### src/pom_pkg.sv
/*
 * constants for the protection output matrix and trip latch.
 * assumes stage start/trip levels come from logic on the same clock.
 */
`default_nettype none

package pom_pkg;
	// ****************************************
	// register map
	// ****************************************
	localparam logic [3:0] ADDR_MATRIX_MAIN  = 4'h0;
	localparam logic [3:0] ADDR_MATRIX_SIG   = 4'h1;
	localparam logic [3:0] ADDR_MATRIX_AUX   = 4'h2;
	localparam logic [3:0] ADDR_BLOCK_LATCH  = 4'h3;
	localparam logic [3:0] ADDR_FUNC_CTRL    = 4'h4;
	localparam logic [3:0] ADDR_STATUS       = 4'h5;

	// ****************************************
	// reset values
	// ****************************************
	localparam logic [7:0] RST_MATRIX_MAIN   = 8'hab;
	localparam logic [7:0] RST_MATRIX_SIG    = 8'ha5;
	localparam logic [7:0] RST_MATRIX_AUX    = 8'h00;
	localparam logic [7:0] RST_BLOCK_LATCH   = 8'h00;
	localparam logic [7:0] RST_FUNC_CTRL     = 8'h00;

	// ****************************************
	// field positions
	// ****************************************
	localparam int BLK_OC_LATCH_SEL   = 5;
	localparam int BLK_EF_LATCH_SEL   = 6;
	localparam int BLK_REMOTE_RST_EN  = 7;
	localparam int CTL_BREAKER_FAIL   = 0;
	localparam int CTL_AUTORECLOSE    = 1;
	localparam logic [3:0] OC_STAGES  = 4'h3;
	localparam logic [3:0] EF_STAGES  = 4'hc;
	localparam int STG_OC_HIGH        = 1;
endpackage : pom_pkg

`default_nettype wire

### src/pom_matrix_latch.sv
/*
 * output matrix and trip latch for four protection stages.
 * assumes stage levels and breaker-failure trip are on i_mclk; buttons
 * and the external control input are asynchronous pins.
 */
`default_nettype none

module pom_matrix_latch #(
	parameter bit P_PROG_ALONE_RESET = 1'b1
) (
	input  wire logic       i_mclk,
	input  wire logic       i_srst,
	input  wire logic [3:0] i_addr,
	input  wire logic [7:0] i_wdata,
	input  wire logic       i_wr,
	input  wire logic       i_rd,
	output logic      [7:0] o_rdata,
	input  wire logic [3:0] i_stage_start,
	input  wire logic [3:0] i_stage_trip,
	input  wire logic       i_breaker_fail_trip,
	input  wire logic       i_btn_reset,
	input  wire logic       i_btn_program,
	input  wire logic       i_external_control_input,
	output logic            o_start_output_one,
	output logic            o_signal_output_two,
	output logic            o_signal_output_three,
	output logic            o_aux_trip_output,
	output logic            o_main_trip_output,
	output logic            o_autoreclose_output_one
);

	// ****************************************
	// helpers
	// ****************************************
	// or over stages whose switch is set; odd switch = even bit index
	function automatic logic pom_route(input logic [3:0] src, input logic [7:0] mtx,
		input logic odd_sw);
		logic acc;
		acc = 1'b0;
		for (int k = 0; k < 4; k++)
		begin
			acc = acc | (src[k] & mtx[2*k + (odd_sw ? 0 : 1)]);
		end
		return acc;
	endfunction

	// switch n weighs 2**(n-1)
	function automatic logic [7:0] pom_checksum(input logic [7:0] grp);
		logic [7:0] sum;
		sum = 8'h00;
		for (int n = 0; n < 8; n++)
		begin
			if (grp[n])
			begin
				sum = sum + 8'(1 << n);
			end
		end
		return sum;
	endfunction

	// ****************************************
	// registers
	// ****************************************
	logic [7:0] matrix_main_r;
	logic [7:0] matrix_sig_r;
	logic [7:0] matrix_aux_r;
	logic [7:0] block_latch_r;
	logic [7:0] func_ctrl_r;
	logic [7:0] status_nxt;
	logic [7:0] rdata_nxt;

	always_ff @(posedge i_mclk)
	begin
		if (i_srst)
		begin
			matrix_main_r <= pom_pkg::RST_MATRIX_MAIN;
			matrix_sig_r  <= pom_pkg::RST_MATRIX_SIG;
			matrix_aux_r  <= pom_pkg::RST_MATRIX_AUX;
			block_latch_r <= pom_pkg::RST_BLOCK_LATCH;
			func_ctrl_r   <= pom_pkg::RST_FUNC_CTRL;
		end
		else if (i_wr)
		begin
			case (i_addr)
				pom_pkg::ADDR_MATRIX_MAIN: matrix_main_r <= i_wdata;
				pom_pkg::ADDR_MATRIX_SIG:  matrix_sig_r  <= i_wdata;
				pom_pkg::ADDR_MATRIX_AUX:  matrix_aux_r  <= i_wdata;
				pom_pkg::ADDR_BLOCK_LATCH: block_latch_r <= i_wdata;
				pom_pkg::ADDR_FUNC_CTRL:   func_ctrl_r   <= i_wdata;
				default: ;
			endcase
		end
	end

	// matrix groups read back as their checksum
	always_comb
	begin
		rdata_nxt = 8'h00;
		if (i_rd)
		begin
			case (i_addr)
				pom_pkg::ADDR_MATRIX_MAIN: rdata_nxt = pom_checksum(matrix_main_r);
				pom_pkg::ADDR_MATRIX_SIG:  rdata_nxt = pom_checksum(matrix_sig_r);
				pom_pkg::ADDR_MATRIX_AUX:  rdata_nxt = pom_checksum(matrix_aux_r);
				pom_pkg::ADDR_BLOCK_LATCH: rdata_nxt = pom_checksum(block_latch_r);
				pom_pkg::ADDR_FUNC_CTRL:   rdata_nxt = func_ctrl_r;
				pom_pkg::ADDR_STATUS:      rdata_nxt = status_nxt;
				default:                   rdata_nxt = 8'h00;
			endcase
		end
	end

	// read data stands one cycle only, zero otherwise
	always_ff @(posedge i_mclk)
	begin
		if (i_srst)
			o_rdata <= 8'h00;
		else
			o_rdata <= rdata_nxt;
	end

	// ****************************************
	// pin synchronisers
	// ****************************************
	logic [2:0] pin_meta_r;
	logic [2:0] pin_sync_r;

	always_ff @(posedge i_mclk)
	begin
		if (i_srst)
		begin
			pin_meta_r <= 3'h0;
			pin_sync_r <= 3'h0;
		end
		else
		begin
			pin_meta_r <= {i_external_control_input, i_btn_program, i_btn_reset};
			pin_sync_r <= pin_meta_r;
		end
	end

	logic btn_reset_s;
	logic btn_prog_s;
	logic ext_ctrl_s;
	assign btn_reset_s = pin_sync_r[0];
	assign btn_prog_s  = pin_sync_r[1];
	assign ext_ctrl_s  = pin_sync_r[2];

	// ****************************************
	// routing
	// ****************************************
	logic oc_sel;
	logic ef_sel;
	logic oc_trip;
	logic ef_trip;
	logic ar_start;
	logic start_one_nxt;
	logic sig_two_nxt;
	logic sig_three_nxt;
	logic aux_nxt;

	assign oc_sel  = block_latch_r[pom_pkg::BLK_OC_LATCH_SEL];
	assign ef_sel  = block_latch_r[pom_pkg::BLK_EF_LATCH_SEL];
	assign oc_trip = pom_route(i_stage_trip & pom_pkg::OC_STAGES, matrix_main_r, 1'b0);
	assign ef_trip = pom_route(i_stage_trip & pom_pkg::EF_STAGES, matrix_main_r, 1'b0);
	assign ar_start = func_ctrl_r[pom_pkg::CTL_AUTORECLOSE]
		& i_stage_start[pom_pkg::STG_OC_HIGH];

	always_comb
	begin
		start_one_nxt = pom_route(i_stage_start, matrix_main_r, 1'b1);
		sig_two_nxt   = pom_route(i_stage_trip, matrix_sig_r, 1'b1);
		// shared with the auto-reclose output; software keeps it free
		sig_three_nxt = pom_route(i_stage_trip, matrix_sig_r, 1'b0) | ar_start;
		aux_nxt       = pom_route(i_stage_start, matrix_aux_r, 1'b1)
			| pom_route(i_stage_trip, matrix_aux_r, 1'b0)
			| (func_ctrl_r[pom_pkg::CTL_BREAKER_FAIL] & i_breaker_fail_trip);
	end

	// ****************************************
	// trip latch
	// ****************************************
	logic oc_latch_r;
	logic ef_latch_r;
	logic latch_clr;

	// records live elsewhere; this clear touches only the latch
	assign latch_clr = (btn_reset_s & btn_prog_s)
		| (P_PROG_ALONE_RESET & btn_prog_s)
		| (ext_ctrl_s & block_latch_r[pom_pkg::BLK_REMOTE_RST_EN]);

	// a trip in the clear cycle wins, so no fault is lost
	always_ff @(posedge i_mclk)
	begin
		if (i_srst)
			oc_latch_r <= 1'b0;
		else if (!oc_sel)
			oc_latch_r <= 1'b0;
		else if (oc_trip)
			oc_latch_r <= 1'b1;
		else if (latch_clr)
			oc_latch_r <= 1'b0;
	end

	always_ff @(posedge i_mclk)
	begin
		if (i_srst)
			ef_latch_r <= 1'b0;
		else if (!ef_sel)
			ef_latch_r <= 1'b0;
		else if (ef_trip)
			ef_latch_r <= 1'b1;
		else if (latch_clr)
			ef_latch_r <= 1'b0;
	end

	// ****************************************
	// output flops
	// ****************************************
	always_ff @(posedge i_mclk)
	begin
		if (i_srst)
		begin
			o_start_output_one       <= 1'b0;
			o_signal_output_two      <= 1'b0;
			o_signal_output_three    <= 1'b0;
			o_aux_trip_output        <= 1'b0;
			o_main_trip_output       <= 1'b0;
			o_autoreclose_output_one <= 1'b0;
		end
		else
		begin
			o_start_output_one       <= start_one_nxt;
			o_signal_output_two      <= sig_two_nxt;
			o_signal_output_three    <= sig_three_nxt;
			o_aux_trip_output        <= aux_nxt;
			// latch state holds the output on after the live trip is gone
			o_main_trip_output       <= oc_trip | ef_trip | oc_latch_r | ef_latch_r;
			o_autoreclose_output_one <= ar_start;
		end
	end

	assign status_nxt = {ef_latch_r, oc_latch_r, o_autoreclose_output_one,
		o_main_trip_output, o_aux_trip_output, o_signal_output_three,
		o_signal_output_two, o_start_output_one};

	logic any_latch;
	assign any_latch = oc_latch_r | ef_latch_r;
endmodule // pom_matrix_latch

`default_nettype wire

### config.mk
export PLATFORM = sky130hd
export DESIGN_NAME = pom_matrix_latch
export DESIGN_NICKNAME = d
export VERILOG_FILES = /design/src/pom_pkg.sv /design/src/pom_matrix_latch.sv
export SDC_FILE = /design/constraint.sdc
export NUM_CORES = 1
export LEC_CHECK = 0
export BUFFER_PORTS_ARGS = -buffer_cell sky130_fd_sc_hd__buf_2
export CORE_ASPECT_RATIO = 0.6
export CORE_MARGIN = 1
export CORE_UTILIZATION = 23
export CTS_CLUSTER_SIZE = 12
export DETAILED_ROUTE_END_ITERATION = 16
export MAX_ROUTING_LAYER = met4
export PLACE_DENSITY_LB_ADDON = 0.2
export SYNTH_ARGS = -nofsm -noshare
export SYNTH_HDL_FRONTEND = slang
export SYNTH_SLANG_ARGS = --single-unit
### constraint.sdc
create_clock -name i_mclk -period 3.09 [get_ports i_mclk]
set_input_delay 0 -clock i_mclk [delete_from_list [all_inputs] [get_ports i_mclk]]
set_output_delay 0 -clock i_mclk [all_outputs]
set_load 0.01 [all_outputs]
==> flow_summary.ini <==
[outcome]
status = finished, final reports clean

[timing]
slew_headroom = 0.341
period_needed_ns = 1.57
clock_skew_ns = 0.00510
rsz0062_at_grt = no
setup_tns_ns = 0
drv_slew = 0
setup_viol = 0
finalCritPeriodShare = 0.507
worst_pin_slew_ns = 0.985
holdWs_ns = 0.00156
worst_slack_ns = 1.52
clock.fmax_ghz = 0.638
hold_viol_final = 0

[drt]
num_vias = 2297
ant_nets = 0
first_pass_iters = 4
viasPerCell = 4.71
routed_wl_mm = 8.44
drtIter0Drc = 167
wire_per_inst_um = 17.3
route.detailed.drc = 0

[logic_synthesis]
synthArstFlopShare = 0
ys_seq_elements = 60
synth_area_leaders = dfxtp_1 45%, mux2_2 9.3%, mux2i_1 6.0%
synth_top_area_share = 0.450
yosysSeqAreaShare = 0.450
synth.most_common_cell = dfxtp_1
synth_area_leader_cell = dfxtp_1
yosysWarnings = 0
synth_flop_cell = dfxtp_1
synth_edf_count = 0
synth.distinct_cells = 30
synthCells = 279
syn_area_um2 = 2670
avgSynthCellArea_um2 = 9.57
synth_commonest_cells = 60 x dfxtp_1, 27 x a21oi_1, 25 x nand2b_1
synth_nets = 307

[floorplanning]
fp.dieArea_um2 = 12100
ios = 42
fp.dieH_um = 85.5
start_util = 0.236
placementRows = 30
core_region_area_um2 = 11300
dieWidth_um = 141

[cts]
clock_sinks = 60
cts-htree-levels = 3
cts-buffers-inserted = 9
root_buffer = clkbuf_16
cts_tree = built
clkTransAtPathRegs_ns = 0.05
clock_latency_ns = 0.33
cts_buffer_depth = 2

[power_and_ir_drop]
vdd_drop_max_uv = 256
p_comb_frac = 0.075
switchingPower_uw = 455
p_per_area_nw_per_um2 = 617
power_frac_seq = 0.373
clkPwrFrac = 0.552
p_sw_frac = 0.212
p_int_uw = 1690
p_leak_uw = 0.00136

[run]
maxCapViolCount = 0

[worst_setup_path]
path_class = in2reg
crit_arrival_ns = 1.79
startpoint_type = input pin
cp-end-kind = register
cp_max_fo = 19
cp.required_ns = 3.31

[cells_and_area]
fill_cells = 1199
nets = 351
antennaDiodeCount = 0
final_area_um2 = 3470
area_growth_pct = 30.0
drive_gt1_frac = 0.265

[global_routing]
first_global_vias = 2191
use_met1 = 0.226
grt_busiest_layer = met1
grtUsageMet3 = 0.0604
grt_util_all_layers = 0.155
grt_max_degree = 41
gr-usage-met2 = 0.183
gr-total-overflow = 0
grt_pass1_wl_mm = 13.0
antenna_found_initial = 0

[placement]
port_buffers = 40
dp_slack_ns = 1.26
hpwlAfterDp_mm = 6.28
post_dp_cell_area_um2 = 3010
finalWeightedCongestion = 0.820

[worst_hold_path]
min_path_type = in2reg
[through the flow]
| stage | std cells | total power [µW] | utilization |
|---|---|---|---|
| 2_1_floorplan | 279 | 901 | - |
| 3_3_place_gp | 461 | 964 | 0.266 |
| 3_5_place_dp | 461 | 964 | 0.266 |
| 4_1_cts | 488 | 2170 | 0.307 |
| 5_1_grt | 488 | 2230 | 0.307 |
| 6_report | 488 | 2140 | 0.307 |
[worst max-delay path, cell delays in order]
cell	delay, ns
buf_2	0.24
nor2_1	0.80
nand2_1	0.36
a211o_1	0.37
[power by group through the flow]
stage	Sequential [µW]	Clock [µW]	Combinational, µW
after floorplan	815	0	85.8
after global placement	815	0	149
after detailed placement	816	0	148
after CTS	799	1210	160
after global routing	800	1250	173
final	800	1180	161
[sequential cells by signal, summed over array words and instances, names as in the netlist, 2 cells and up]
register / count
block_latch_r: 8
func_ctrl_r: 8
matrix_aux_r: 8
matrix_main_r: 8
matrix_sig_r: 8
o_rdata: 8
pin_meta_r: 2
pin_sync_r: 2
[final timing paths]
path / from / to / slack [ns] / cells after the start
min: i_breaker_fail_trip / o_aux_trip_output$_SDFF_PP0_ / 0.002 / 3
max reg2reg: func_ctrl_r[1]$_SDFFE_PP0P_ / o_rdata[1]$_SDFF_PP0_ / 1.87 / 3
max: i_addr[0] / matrix_main_r[0]$_SDFFE_PP1P_ / 1.52 / 4
min reg2reg: pin_meta_r[2]$_SDFF_PP0_ / pin_sync_r[2]$_SDFF_PP0_ / 0.45 / 1
[logic make-up (layout without fill, tap and decap cells)]
logic type,count (synthesis),in the layout,share of synthesized area
buf+inv,24,73,0.0389
simple gates,81,81,0.174
mux,39,39,0.161
flops,60,60,0.450
compound gates,75,75,0.176
[final cells by class]
class / instances / area, µm² / area share
Tap cell: 160 / 200 / 0.0577
Multi-Input combinational cell: 195 / 1370 / 0.395
Inverter: 2 / 7.51 / 0.00216
Clock buffer: 12 / 256 / 0.0739
Clock inverter: 4 / 95.1 / 0.0274
Timing Repair Buffer: 55 / 340 / 0.0981
Sequential cell: 60 / 1200 / 0.346
[what timing repair did]
action,in CTS,in global routing
hold buffers,11,0
endpoints found under the hold margin,20,0
buffers inserted,0,0
resized for setup,0,0
[cell usage in the layout (no fill, tap or decap), types with 3 or more instances in the layout]
cell            n
a211o_1         9
a21oi_1        27
a22oi_1        17
a31oi_1         3
and3_1         10
buf_2          40
buf_4           4
bufinv_16       3
clkbuf_16       9
dfxtp_1        60
dlygate4sd3_1  11
mux2_2         22
mux2i_1        16
nand2_1        12
nand2b_1       25
nand3_1        16
nor2_1          5
nor2b_1         6
o21ai_0        15
[metal layers]
| metal | wire length [µm] | part of all wire | vias to the layer above |
|---|---|---|---|
| li1 | - | - | 1110 |
| met1 | 4390 | 0.52 | 1086 |
| met2 | 3090 | 0.37 | 91 |
| met3 | 870 | 0.10 | 10 |
| met4 | 97 | 0.011 | 0 |
| met5 | 0 | 0 | - |
No activity file was read; power rests on OpenSTA's default activity.
